`config.mk`:
```
export PLATFORM = sky130hd
export DESIGN_NAME = wdc_watchdog_wake
export DESIGN_NICKNAME = d
export VERILOG_FILES = /design/src/rtl/wdc_pkg.sv /design/src/rtl/wdc_watchdog_wake.sv
export SDC_FILE = /design/constraint.sdc
export NUM_CORES = 1
export LEC_CHECK = 0
export BUFFER_PORTS_ARGS = -buffer_cell sky130_fd_sc_hd__buf_2
export CELL_PAD_IN_SITES_DETAIL_PLACEMENT = 0
export CELL_PAD_IN_SITES_GLOBAL_PLACEMENT = 1
export CORE_MARGIN = 8
export CORE_UTILIZATION = 43
export DETAILED_ROUTE_END_ITERATION = 8
export GPL_TIMING_DRIVEN = 0
export PLACE_DENSITY_LB_ADDON = 0.1
export SLEW_MARGIN = 25
export SYNTH_ARGS = -nofsm -noshare
export SYNTH_HDL_FRONTEND = slang
export SYNTH_SLANG_ARGS = --single-unit
```
`constraint.sdc`:
```
create_clock -name clk_sys -period 4.5 [get_ports clk_sys]
set_input_delay 0.45 -clock clk_sys [delete_from_list [all_inputs] [get_ports clk_sys]]
set_output_delay 0.45 -clock clk_sys [all_outputs]
set_load 0.005 [all_outputs]
```
`src/rtl/wdc_pkg.sv`:
```
// Package with register map, field layout, reset values and timing constants of the watchdog block.
package wdc_pkg;
	// ==========================================================
	// Register map
	localparam logic [11:0] WATCHDOG_CONTROL_OFFS  = 12'h000;
	localparam logic [11:0] RESET_CAUSE_FLAGS_OFFS = 12'h004;
	localparam logic [11:0] WAKE_MASK_OFFS         = 12'h008;
	localparam logic [11:0] CORE_STATUS_OFFS       = 12'h00C;
	// ==========================================================
	// Fields and reset values
	localparam int          KEY_LSB         = 3;
	localparam logic [7:0]  WDC_CTRL_RESET  = 8'h53;
	localparam logic [4:0]  KEY_ENABLE      = 5'h0A;
	localparam logic [4:0]  KEY_DISABLE     = 5'h15;
	localparam logic [7:0]  WAKE_MASK_RESET = 8'h00;
	localparam int          KEY_FAULT_BIT   = 0;
	// ==========================================================
	// Timing
	localparam int          REG_FAULT_RESET_DELAY_NS = 100;
	localparam int          CLK_PERIOD_NS            = 5;
	localparam logic [15:0] REG_FAULT_RESET_CYCLES   =
		16'((REG_FAULT_RESET_DELAY_NS + CLK_PERIOD_NS - 1) / CLK_PERIOD_NS);
	localparam logic [2:0]  SYNC_RESET               = 3'h0;
	// ==========================================================
	// Types
	typedef enum logic [1:0] {RUN, HALTED, WAIT_OSC} wdc_mode_type;
	typedef struct packed {
		logic [7:0]   ctrl;
		logic [3:0]   cause;
		logic [7:0]   wakeMask;
		logic         powerDown;
		logic         timeout;
		logic [18:0]  count;
		logic [2:0]   lircSync;
		logic [7:0]   paSync1;
		logic [7:0]   paSync2;
		logic [7:0]   paPrev;
		logic [1:0]   oscSync1;
		logic [1:0]   oscSync2;
		logic         faultPend;
		logic [15:0]  faultCnt;
		wdc_mode_type mode;
		logic         rstReq;
		logic         pcReset;
		logic         wakeIrq;
		logic         resume;
		logic [31:0]  prdata;
	} wdc_state_type;
endpackage : wdc_pkg

```
`src/rtl/wdc_watchdog_wake.sv`:
```
// Watchdog timer with key-protected enable and the wake-up control of the core.
//
// Summary of operation
// - While halted, wake on enabled port A falling edge, interrupt or watchdog overflow.
// - Halt sets power-down flag; only power-up or clear-watchdog clears it.
// - Overflow while halted sets time-out flag, resets only PC and stack pointer.
// - Each port A pin has a wake enable; pin wake resumes after halt.
// - Disabled or stack-full interrupt wake resumes after halt; request stays pending.
// - Enabled interrupt with free stack level gets normal response on wake-up.
// - Interrupt flag already set on halt entry does not wake.
// - Sleep to fast wake waits for selected fast oscillator stable flag.
// - Peripherals on system clock follow system clock source switches.
// - Watchdog counts slow RC clock, divided 2^8 to 2^18.
// - Select codes 000 to 110 give 2^8,10,12,14,15,16,17 periods.
// - Key 01010 enables, 10101 disables, other values reset after delay.
// - Key fault reset sets key fault flag in reset cause register.
// - Key fault flag set only by hardware, cleared only by writing zero.
// - Key field holds 01010 after power-on.
// - Normal-mode overflow requests device reset and sets time-out flag.
// - Count cleared by key fault, clear-watchdog instruction or halt.
// - Reset cause bits 7 to 4 read as zero.
`timescale 1ns/10ps
`default_nettype none
module wdc_watchdog_wake (
	// Clock and reset
	input  wire logic        clk_sys,
	input  wire logic        rstn,
	// APB slave
	input  wire logic        psel,
	input  wire logic        penable,
	input  wire logic        pwrite,
	input  wire logic [11:0] paddr,
	input  wire logic [31:0] pwdata,
	output var  logic [31:0] prdata,
	output var  logic        pready,
	output var  logic        pslverr,
	// Slow RC clock and port A pins
	input  wire logic        slowRcClk,
	input  wire logic [7:0]  portA,
	// Core
	input  wire logic        haltExec,
	input  wire logic        clearWatchdogInstr,
	input  wire logic        powerUp,
	input  wire logic        fastModeWake,
	input  wire logic        useFastCrystal,
	input  wire logic        fastRcStable,
	input  wire logic        fastCrystalStable,
	input  wire logic        irqRequest,
	input  wire logic        irqEnabled,
	input  wire logic        stackFull,
	input  wire logic        extResetCause0,
	input  wire logic        extResetCause1,
	input  wire logic        extResetCause2,
	output var  logic        resetRequest,
	output var  logic        pcSpReset,
	output var  logic        coreHalted,
	output var  logic        resumeAfterHalt,
	output var  logic        serviceIrq,
	output var  logic        powerDownFlag,
	output var  logic        timeoutFlag
);
	wdc_pkg::wdc_state_type s_reg;
	wdc_pkg::wdc_state_type s_next;
	logic        irqAtEntry_reg;

	function automatic logic [18:0] period(input logic [2:0] sel);
		case (sel)
			3'h0: period = 19'h00100;
			3'h1: period = 19'h00400;
			3'h2: period = 19'h01000;
			3'h3: period = 19'h04000;
			3'h4: period = 19'h08000;
			3'h5: period = 19'h10000;
			3'h6: period = 19'h20000;
			default: period = 19'h40000;
		endcase
	endfunction : period

	logic        wr;
	logic        rd;
	logic        keyOk;
	logic        wdtOn;
	logic        tick;
	logic        ovf;
	logic [7:0]  paFall;
	logic        oscOk;
	logic        irqWake;

	always_comb begin
		s_next = s_reg;
		wr = psel && penable && pwrite;
		rd = psel && !penable && !pwrite;
		keyOk = (s_reg.ctrl[7:3] == wdc_pkg::KEY_ENABLE) || (s_reg.ctrl[7:3] == wdc_pkg::KEY_DISABLE);
		wdtOn = s_reg.ctrl[7:3] == wdc_pkg::KEY_ENABLE;
		// Synchronisers; the second stage is read, and for edge detection also a third stage.
		s_next.lircSync = {s_reg.lircSync[1:0], slowRcClk};
		s_next.paSync1 = portA;
		s_next.paSync2 = s_reg.paSync1;
		s_next.paPrev = s_reg.paSync2;
		s_next.oscSync1 = {fastCrystalStable, fastRcStable};
		s_next.oscSync2 = s_reg.oscSync1;
		tick = s_reg.lircSync[1] && !s_reg.lircSync[2];
		paFall = s_reg.paPrev & ~s_reg.paSync2 & s_reg.wakeMask;
		oscOk = useFastCrystal ? s_reg.oscSync2[1] : s_reg.oscSync2[0];
		irqWake = irqRequest && !irqAtEntry_reg;
		s_next.rstReq = 1'b0;
		s_next.pcReset = 1'b0;
		s_next.wakeIrq = 1'b0;
		s_next.resume = 1'b0;
		ovf = 1'b0;
		if (wdtOn && tick) begin
			if (s_reg.count + 19'h1 >= period(s_reg.ctrl[2:0])) begin
				ovf = 1'b1;
				s_next.count = '0;
			end else begin
				s_next.count = s_reg.count + 19'h1;
			end
		end
		if (clearWatchdogInstr) begin
			s_next.count = '0;
			s_next.powerDown = 1'b0;
			s_next.timeout = 1'b0;
		end
		if (powerUp)
			s_next.powerDown = 1'b0;
		// Key fault countdown then reset.
		if (!keyOk && !s_reg.faultPend) begin
			s_next.faultPend = 1'b1;
			s_next.faultCnt = wdc_pkg::REG_FAULT_RESET_CYCLES;
		end else if (s_reg.faultPend) begin
			if (s_reg.faultCnt <= 16'h1) begin
				s_next.faultPend = 1'b0;
				s_next.rstReq = 1'b1;
				s_next.count = '0;
				s_next.ctrl = wdc_pkg::WDC_CTRL_RESET;
			end else begin
				s_next.faultCnt = s_reg.faultCnt - 16'h1;
			end
		end
		case (s_reg.mode)
			wdc_pkg::RUN: begin
				if (haltExec) begin
					s_next.mode = wdc_pkg::HALTED;
					s_next.powerDown = 1'b1;
					s_next.timeout = 1'b0;
					s_next.count = '0;
				end else if (ovf) begin
					s_next.timeout = 1'b1;
					s_next.rstReq = 1'b1;
				end
			end
			wdc_pkg::HALTED: begin
				if (ovf) begin
					s_next.timeout = 1'b1;
					s_next.pcReset = 1'b1;
					s_next.mode = wdc_pkg::WAIT_OSC;
				end else if (paFall != 8'h00 || irqWake) begin
					s_next.wakeIrq = irqWake && irqEnabled && !stackFull;
					s_next.mode = wdc_pkg::WAIT_OSC;
				end
			end
			wdc_pkg::WAIT_OSC: begin
				if (!fastModeWake || oscOk) begin
					s_next.mode = wdc_pkg::RUN;
					s_next.resume = 1'b1;
					s_next.wakeIrq = s_reg.wakeIrq;
				end else begin
					s_next.wakeIrq = s_reg.wakeIrq;
				end
			end
			default: s_next.mode = wdc_pkg::RUN;
		endcase
		// Register writes; hardware set of key fault flag wins.
		if (wr) begin
			case (paddr)
				wdc_pkg::WATCHDOG_CONTROL_OFFS: s_next.ctrl = pwdata[7:0];
				wdc_pkg::RESET_CAUSE_FLAGS_OFFS: s_next.cause = s_reg.cause & pwdata[3:0];
				wdc_pkg::WAKE_MASK_OFFS: s_next.wakeMask = pwdata[7:0];
				default: ;
			endcase
		end
		if (extResetCause0)
			s_next.cause[1] = 1'b1;
		if (extResetCause1)
			s_next.cause[2] = 1'b1;
		if (extResetCause2)
			s_next.cause[3] = 1'b1;
		if (s_next.rstReq && s_reg.faultPend)
			s_next.cause[wdc_pkg::KEY_FAULT_BIT] = 1'b1;
		if (rd) begin
			case (paddr)
				wdc_pkg::WATCHDOG_CONTROL_OFFS: s_next.prdata = {24'h0, s_reg.ctrl};
				wdc_pkg::RESET_CAUSE_FLAGS_OFFS: s_next.prdata = {28'h0, s_reg.cause};
				wdc_pkg::WAKE_MASK_OFFS: s_next.prdata = {24'h0, s_reg.wakeMask};
				wdc_pkg::CORE_STATUS_OFFS: s_next.prdata = {28'h0, s_reg.mode, s_reg.timeout, s_reg.powerDown};
				default: s_next.prdata = 32'h0;
			endcase
		end
	end

	always_ff @(posedge clk_sys or negedge rstn) begin
		if (!rstn) begin
			s_reg <= '0;
			s_reg.ctrl <= wdc_pkg::WDC_CTRL_RESET;
			s_reg.wakeMask <= wdc_pkg::WAKE_MASK_RESET;
			s_reg.lircSync <= wdc_pkg::SYNC_RESET;
			s_reg.mode <= wdc_pkg::RUN;
			irqAtEntry_reg <= 1'b0;
		end else begin
			s_reg <= s_next;
			if (s_reg.mode == wdc_pkg::RUN && haltExec)
				irqAtEntry_reg <= irqRequest;
			else if (!irqRequest)
				irqAtEntry_reg <= 1'b0;
		end
	end

	// ==========================================================
	// Outputs
	// System clock peripherals are clocked outside this block and follow the source switch.
	assign prdata = s_reg.prdata;
	assign pready = 1'b1;
	assign pslverr = 1'b0;
	assign resetRequest = s_reg.rstReq;
	assign pcSpReset = s_reg.pcReset;
	assign coreHalted = s_reg.mode != wdc_pkg::RUN;
	assign resumeAfterHalt = s_reg.resume;
	assign serviceIrq = s_reg.resume && s_reg.wakeIrq;
	assign powerDownFlag = s_reg.powerDown;
	assign timeoutFlag = s_reg.timeout;
endmodule : wdc_watchdog_wake
`default_nettype wire

```
---- Word level (Yosys, flattened, before mapping) ----
Index checks and enable logic that the tools add are counted.
storage, ports and cells
  input bits .............................. 71
  output and inout port bits .............. 41
  register bits ........................... 128
  word-level logic and storage cells ...... 150
cells by class
  reduce and logical (&&, ||, !) cells .... 45
  order comparisons ....................... 2
  add/subtract/negate cells ............... 2
  equal/unequal tests ..................... 18
  bitwise logic cells ..................... 4
  multiplexer cells ....................... 55
operators by type and width
  cell                                                                               count
  19-bit two-way mux                                                                 8
  19-bit one-hot mux with 7 select lines                                             1
  8-bit two-way mux                                                                  5
  17-bit two-way mux                                                                 2
  8-bit one-hot mux with 4 select lines                                              1
  1-bit two-way mux                                                                  27
  12-bit by 4-bit == test with 1-bit output, second input constant                   2
  21-bit two-way mux                                                                 1
  20-bit two-way mux                                                                 1
  2-bit nonzero test                                                                 10
  19-bit by 1-bit adder with 19-bit output, second input constant                    1
  19-bit greater-or-equal comparator                                                 1
  8-bit bitwise AND                                                                  2
  16-bit by 1-bit less-or-equal comparator with 1-bit output, second input constant  1
  16-bit two-way mux                                                                 1
  16-bit by 1-bit subtractor with 16-bit output, second input constant               1
  1-bit logical AND                                                                  13
  12-bit by 3-bit == test with 1-bit output, second input constant                   1
  12-bit logical NOT                                                                 1
  2-bit AND reduction                                                                6
  3-bit == test, second input constant                                               3
  1-bit logical NOT                                                                  8
  2-bit two-way mux                                                                  4
  8-bit NOT                                                                          1
  18 further kinds                                                                   24

---- Longest topological paths before layout ----
Gate-level depths: netlist (run 1).
  word-level depth ........................ 13
  mapped depth ............................ 16

---- Worst setup path after synthesis (run 1) ----
Ideal clock, no wire load.
  path kind ............................... register to register
  from .................................... register s_reg[94] (netlist name)
  to ...................................... register s_reg[100] (netlist name)
  cell stages (with the launch flop) ...... 17
  data required time ...................... 4429 ps
  slack ................................... 1148 ps
  arrival ................................. 3281 ps
  cells stage by stage .................... dfrtp_1 -> buf_4 -> and4_1 -> buf_4 -> and4_1 -> clkbuf_1 -> nand3_1 -> nor2_1 -> xor2_1 -> ha_1 -> nand4_1 -> nor4b_1 -> mux2_4 -> o41ai_4 -> nand4_4 -> buf_6 -> nor2_1
RTL lines
  element                 RTL line                  RTL
  start, declared         wdc_watchdog_wake.sv:62   wdc_pkg::wdc_state_type s_reg;
  start signal, assigned  wdc_watchdog_wake.sv:210  s_reg <= s_next;

==> run summary, run 1 <==
Crit start category: flop
Via/cell ratio: 5.10
Reg2reg start: s_reg[92]
Most numerous cell in the Yosys netlist: sky130_fd_sc_hd__dfrtp_1
RSZ-0062 raised after global routing: false
Number of endpoints with negative hold slack in the final report: 0
HP Start: portA[3]
Top cell types by occurrence after synthesis: 100 x sky130_fd_sc_hd__dfrtp_1, 49 x sky130_fd_sc_hd__nor2_1, 36 x sky130_fd_sc_hd__buf_4
Yosys warns: 0
Async set or reset register ratio after synthesis: 100%
Clock-pin slew on the worst setup and hold paths: 0.08 ns
DR vias: 3786
Sequential share of the synthesized area: 49.4%
Layout Cell Area excl Fill: 6220 sq um
Placed cell area: 5890 sq um
Worst path top cell family by delay: simple AND/OR/NAND/NOR gates
Sort of element at the end of the critical path: flop
DRT Pass-1 Iters: 4
Wire length of the first global-routing pass: 19600 um
Status: finished, final reports clean
Required time reported for the critical path endpoint: 4.78 ns
Number of standard-cell rows in the floorplan: 40
Launching instance or port of the critical path: s_reg[92]
Worst path slowest cell: sky130_fd_sc_hd__o41ai_4
Final critical-path required period: 4.08 ns
Critical-path maximum fanout: 10
Ant diodes: 0
Maximum resistive drop on vdd: 0.223 mV
Area Overhead vs Synth: 17.8%
Port Buffer Count: 60
Number of flip-flops in the largest register: 70
Timing-limited maximum frequency: 0.245 GHz
Most common flop cell mapped by yosys: sky130_fd_sc_hd__dfrtp_1
Actual transition at the worst max-transition pin: 0.929 ns
Dpl ws: 0.415 ns
Residual overflow from global routing: 0
Maximum clock path buffer count: 2
Class of the worst hold path: primary input to flop
Remaining design rule violation count: 0
Share of the clock period used by the worst path: 90.6%
Post-DR wirelength/cell: 15.7 um
Worst clock skew: 0.0101 ns
Final critical-path setup slack: 0.423 ns
Max-slew headroom: 37.5%
Arrival @ worst endpoint: 4.35 ns
Share of layout cells above drive strength 1: 25.0%
Vias in the first global route: 3873
Total wire length: 11600 um
Post-Syn Area per Cell: 10.7 sq um
Detailed Place HPWL: 8780 um
Power per unit of standard cell area: 384 nW/um^2
Initial drt markers: 209
Area share of the largest cell type after synthesis: 47.4%
Clock tree from TritonCTS: yes
Placeable core region: 12000 sq um
Number of sinks handled by clock tree synthesis: 104
CP Cell Sequence: and4_1 -> buf_4 -> and4_1 -> clkbuf_1 -> nand3_1 -> nor2_1 -> xor2_1 -> ha_1 -> nand4_1 -> nor4b_1 -> mux2_4 -> o41ai_4 -> nand4_4 -> buf_6 -> nor2_1
Post-synth top area cell: sky130_fd_sc_hd__dfrtp_1
Final Power: 2390 uW
CTS Root Buffer Type: sky130_fd_sc_hd__clkbuf_16
Die Width: 127 um
Post-synthesis sequential element count: 104
Number of buffers inserted for hold repair after clock tree synthesis: 1
Area enclosed by the die boundary: 16100 sq um
Antenna violations before repair: 0
Category of the critical setup timing path: flop to flop
Final-report setup violation count: 0
Number of standard cells after synthesis: 494
Post-synth EDFFs: 0
Count of different cell masters after synthesis: 58
CTS H-Tree Depth: 3
GRT Overall Usage: 15.2%
Clock latency at the later pin of the worst-skew pair: 0.36 ns
Remaining antenna violation count after routing: 0
Maximum number of pins on one net before global-route repair: 78
Number of top-level pins: 112
Final worst hold slack: 0.193 ns
RD Place Congestion: 0.771
Leading post-synthesis cells by cell area: sky130_fd_sc_hd__dfrtp_1 47%, sky130_fd_sc_hd__buf_4 5.1%, sky130_fd_sc_hd__nor2_1 3.5%
Maximum capacitance violations: 0
Clock buffer count from CTS: 9
Slowest Stage Delay on Critical Path: 0.53 ns
Count of cells resized by post-cts repair: 0
Count of buffers added by post-CTS timing repair for setup: 0
Die height: 127 um
Total count of max-transition violations in the final report: 0
Effective utilization at floorplan: 43.9%
Worst path buffer plus inverter count: 3
Static leakage: 0.00296 uW
Cell area after synthesis: 5280 sq um
Layout Nets: 673
Final sum of negative setup slack: 0 ns
[report_power, final]
| group | internal, uW | switching, uW | leakage [uW] | total [uW] |
|---|---|---|---|---|
| Clock | 407 | 402 | 0.000156 | 809 |
| Sequential | 1020 | 67.1 | 0.00134 | 1080 |
| Combinational | 213 | 281 | 0.00147 | 495 |
| Total | 1640 | 750 | 0.00296 | 2390 |
[area by class of cell]
| cell class | count | area, sq um |
|---|---|---|
| Buffer | 54 | 348 |
| Clock buffer | 9 | 225 |
| Clock inverter | 7 | 96.3 |
| Fill cell | 1124 | 5790 |
| Inverter | 7 | 26.3 |
| Multi-Input combinational cell | 353 | 2390 |
| Sequential cell | 104 | 2610 |
| Tap cell | 147 | 184 |
| Timing Repair Buffer | 62 | 344 |
[per-stage QoR]
step / cells / utilization, %
global route: 743 / 51.8
global placement: 725 / 48.7
finish: 743 / 51.8
floorplan: 518 / -
CTS: 743 / 51.8
detailed placement: 726 / 49.0
[logic make-up after synthesis]
logic type      synth area share [%]
compound gates                  7.35
xor+xnor                        6.97
fa+ha+maj                       2.61
buf+inv                         7.09
flops                           49.4
mux                             4.86
other cells                    0.142
simple gates                    21.6
[cell usage in the layout, fill, tap and decap left out, types with 15 or more instances in the layout]
cell type	instances
sky130_fd_sc_hd__buf_2	61
sky130_fd_sc_hd__nor2_1	49
sky130_fd_sc_hd__buf_4	36
sky130_fd_sc_hd__xnor2_1	21
sky130_fd_sc_hd__o21ai_0	18
sky130_fd_sc_hd__clkbuf_1	15
sky130_fd_sc_hd__conb_1	26
sky130_fd_sc_hd__nand3_1	19
sky130_fd_sc_hd__nand2_1	29
sky130_fd_sc_hd__xor2_1	21
sky130_fd_sc_hd__dfrtp_1	100
[final timing paths]
kind | end | depth (start not counted) | slack [ns]
max | s_reg[102] | 15 | 0.42
min | s_next[70] | 1 | 0.19
max reg2reg | s_reg[102] | 15 | 0.42
min reg2reg | s_next[59] | 0 | 0.35
max in group asynchronous | s_reg[125] | 3 | 3.27
min in group asynchronous | s_reg[95] | 2 | 0.53
[routing by layer]
| layer | vias to the layer above | routed length, um | global-route usage (%) |
|---|---|---|---|
| met5 | - | 0 | 0 |
| met4 | 0 | 101 | 3.36 |
| met3 | 8 | 558 | 4.78 |
| met2 | 71 | 5530 | 23.9 |
| met1 | 1829 | 5440 | 20.1 |
| li1 | 1878 | - | - |
[worst reg2reg max path: cells and delay by family, from the launching register on]
kind	cells	cell delay, ns
and+or+nand+nor	8	1.57
buffers and inverters	3	0.68
AOI/OAI and AO/OA	1	0.53
DFF	1	0.47
muxes	1	0.30
adders and majority gates	1	0.26
xor gates and xnor gates	1	0.20
(Power assumes the default switching activity.)
==> run 2: changes to the inputs <==
--- a/config.mk
+++ b/config.mk
@@ -9,7 +9,7 @@
 export CELL_PAD_IN_SITES_DETAIL_PLACEMENT = 0
 export CELL_PAD_IN_SITES_GLOBAL_PLACEMENT = 1
 export CORE_MARGIN = 8
-export CORE_UTILIZATION = 43
+export CORE_UTILIZATION = 46
 export DETAILED_ROUTE_END_ITERATION = 8
 export GPL_TIMING_DRIVEN = 0
 export PLACE_DENSITY_LB_ADDON = 0.1
==> constraint.sdc (replaced) <==
create_clock -name clk_sys -period 5.1 [get_ports clk_sys]
set_input_delay 0.51 -clock clk_sys [delete_from_list [all_inputs] [get_ports clk_sys]]
set_output_delay 0.51 -clock clk_sys [all_outputs]
set_load 0.005 [all_outputs]
==> run 2 against run 1 <==
Global-route usage rose by 0.66 points. Core utilization rose by 3.1 points. Sequential power fell by 12%. First-iteration DRC count rose by 12%. Maximum frequency rose by 0.32%. Critical path depth did not move. Clock skew fell by 0.0013 ns. Final area fell by 0.16%. Critical path type unchanged.
==> run summary, run 2 (same netlist as run 1, synthesis figures left out) <==
Area enclosed by the die boundary: 15200 sq um (-5.7%)
Power per unit of standard cell area: 340 nW/um^2 (-11%)
DR vias: 3767 (-0.50%)
Antenna violations before repair: 0 (unchanged)
Number of standard-cell rows in the floorplan: 39 (-2.5%)
Remaining antenna violation count after routing: 0 (unchanged)
DRT Pass-1 Iters: 4 (unchanged)
Final sum of negative setup slack: 0 ns (unchanged)
Critical R2R Capture: s_reg[100]
Number of endpoints with negative hold slack in the final report: 0 (unchanged)
Die height: 123 um (-2.9%)
Placed cell area: 5880 sq um (about the same)
Power Internal: 1440 uW (-12%)
Clock power share: 34.2% (+0.3 points)
Maximum clock path buffer count: 2 (unchanged)
Clock tree from TritonCTS: yes
Logic depth of the worst register-to-register path: 15 (unchanged)
Arrival @ worst endpoint: 4.35 ns (about the same)
CTS H-Tree Depth: 3 (unchanged)
Timing-limited maximum frequency: 0.246 GHz (+0.32%)
Sort of element at the end of the critical path: flop
Initial drt markers: 235 (+12%)
Max-slew headroom: 43.6% (+6.1 points)
Switching Share: 31.6% (+0.15 points)
Share of the clock period used by the worst path: 79.7% (-11 points)
Clock buffer count from CTS: 9 (unchanged)
Number of flip-flops in the largest register: 70 (unchanged)
Ant diodes: 0 (unchanged)
Via/cell ratio: 5.10 (+0.17%)
Reg2reg start: s_reg[92]
CTS Root Buffer Type: sky130_fd_sc_hd__clkbuf_16
Non-filler cells in the finished layout: 738 (-0.67%)
RD Place Congestion: 0.784 (+1.7%)
Post-DR wirelength/cell: 15.6 um (-0.49%)
Worst clock skew: 0.00880 ns (-0.00130 ns)
Number of buffers inserted for hold repair after clock tree synthesis: 0 (-1)
Die Width: 123 um (-2.9%)
Maximum number of pins on one net before global-route repair: 66 (-15%)
Core occupancy in the finished layout: 54.8% (+3.1 points)
Critical-path maximum fanout: 10 (unchanged)
Actual transition at the worst max-transition pin: 0.839 ns (-0.0901 ns)
Detailed Place HPWL: 8750 um (-0.36%)
Residual overflow from global routing: 0 (unchanged)
Vias in the first global route: 3747 (-3.3%)
Placeable core region: 11300 sq um (-5.7%)
Most common cell after layout, fill and taps aside: sky130_fd_sc_hd__dfrtp_1
Area Overhead vs Synth: 17.6%
Final critical-path required period: 4.06 ns (-0.0130 ns)
Total count of max-transition violations in the final report: 0 (unchanged)
Remaining design rule violation count: 0 (unchanged)
Portion of total power attributed to sequential cells: 45.2% (-0.2 points)
Maximum resistive drop on vdd: 0.300 mV (+34%)
Number of cells in the design after placement: 722 (-0.55%)
Wire length of the first global-routing pass: 18700 um (-4.6%)
Final worst hold slack: 0.0497 ns (-0.143 ns)
Static leakage: 0.00296 uW (-0.11%)
GRT Overall Usage: 15.9% (+0.66 points)
Crit start category: flop
Total wire length: 11500 um (-1.2%)
Count of cells resized by post-cts repair: 0 (unchanged)
Status: finished, final reports clean
Count of buffers added by post-CTS timing repair for setup: 0 (unchanged)
Number of top-level pins: 112 (unchanged)
Setup slack of the worst register-to-register path: 1.04 ns (+0.61 ns)
Effective utilization at floorplan: 46.6% (+2.7 points)
Maximum capacitance violations: 0 (unchanged)
Share of layout cells above drive strength 1: 25.0% (+0.042 points)
Port Buffer Count: 60 (unchanged)
Switching pwr: 667 uW (-11%)
Layout Nets: 672 (-0.15%)
Crit path to: s_reg[100]
Layout Cell Area excl Fill: 6210 sq um (-0.16%)
Clock latency at the later pin of the worst-skew pair: 0.36 ns (about the same)
Gate power share: 20.5% (-0.2 points)
Required time reported for the critical path endpoint: 5.39 ns (+0.61 ns)
Number of sinks handled by clock tree synthesis: 104 (unchanged)
Clock-pin slew on the worst setup and hold paths: 0.07 ns (about the same)
RSZ-0062 raised after global routing: false
Launching instance or port of the critical path: s_reg[92]
Most used cells in the layout excluding fill and tap cells: 100 x sky130_fd_sc_hd__dfrtp_1, 61 x sky130_fd_sc_hd__buf_2, 49 x sky130_fd_sc_hd__nor2_1, 36 x sky130_fd_sc_hd__buf_4, 29 x sky130_fd_sc_hd__nand2_1
Class of the worst hold path: primary input to async pin
Category of the critical setup timing path: flop to flop
Final-report setup violation count: 0 (unchanged)
run 2: cell type report:
cell class                 count  area (sq um)
clock buffer                   9           225
clock inverter                 7           101
buffer                        54           348
sequential                   104          2610
inverter                       7          26.3
tap                          143           179
timing repair buffer          61           334
fill                        1048          5110
multi-input combinational    353          2390
run 2: routing by layer:
metal | vias up | GRT usage (%) | part of all wire, %
met3 | 10 | 4.34 | 4.7
met2 | 66 | 24.8 | 47
met4 | 0 | 4.89 | 1.3
met5 | - | 0 | 0
met1 | 1810 | 21.1 | 47
li1 | 1881 | - | -
run 2: power by group through the flow:
| stage | logic (uW) | registers, uW | clock network [uW] |
|---|---|---|---|
| final | 433 | 954 | 722 |
| after global routing | 497 | 965 | 771 |
| after CTS | 437 | 954 | 745 |
| after detailed placement | 434 | 970 | 0 |
| after global placement | 427 | 967 | 0 |
| after floorplan | 309 | 957 | 0 |
run 2: critical path, stage by stage, from the launching register on:
cell and delay, ns:
sky130_fd_sc_hd__dfrtp_1 0.46, sky130_fd_sc_hd__and4_1 0.21, sky130_fd_sc_hd__buf_4 0.15, sky130_fd_sc_hd__and4_1 0.19, sky130_fd_sc_hd__clkbuf_1 0.28, sky130_fd_sc_hd__nand3_1 0.24
sky130_fd_sc_hd__nor2_1 0.18, sky130_fd_sc_hd__xor2_1 0.21, sky130_fd_sc_hd__ha_1 0.27, sky130_fd_sc_hd__nand4_1 0.23, sky130_fd_sc_hd__nor4b_1 0.09, sky130_fd_sc_hd__mux2_4 0.30
sky130_fd_sc_hd__o41ai_4 0.54, sky130_fd_sc_hd__nand4_4 0.29, sky130_fd_sc_hd__buf_6 0.23, sky130_fd_sc_hd__nor2_1 0.11
run 2: how the worst min path moves through the flow:
stage	depth (start not counted)	from	slack [ns]	to
6_report	1	rstn	0.05	s_reg[94]
5_1_grt	1	rstn	0.08	s_reg[94]
4_1_cts	1	rstn	0.06	s_reg[94]
3_5_place_dp	0	s_next[74]	0.33	s_next[66]
3_3_place_gp	0	s_next[67]	0.33	s_next[59]
2_1_floorplan	0	rstn	0.21	irqAtEntry_reg
run 2: per-stage QoR:
stage	setup slack (ns)	power (uW)
3_3_place_gp	1.13	1390
6_report	1.04	2110
4_1_cts	1.04	2140
2_1_floorplan	1.75	1270
5_1_grt	0.799	2230
3_5_place_dp	1.08	1400
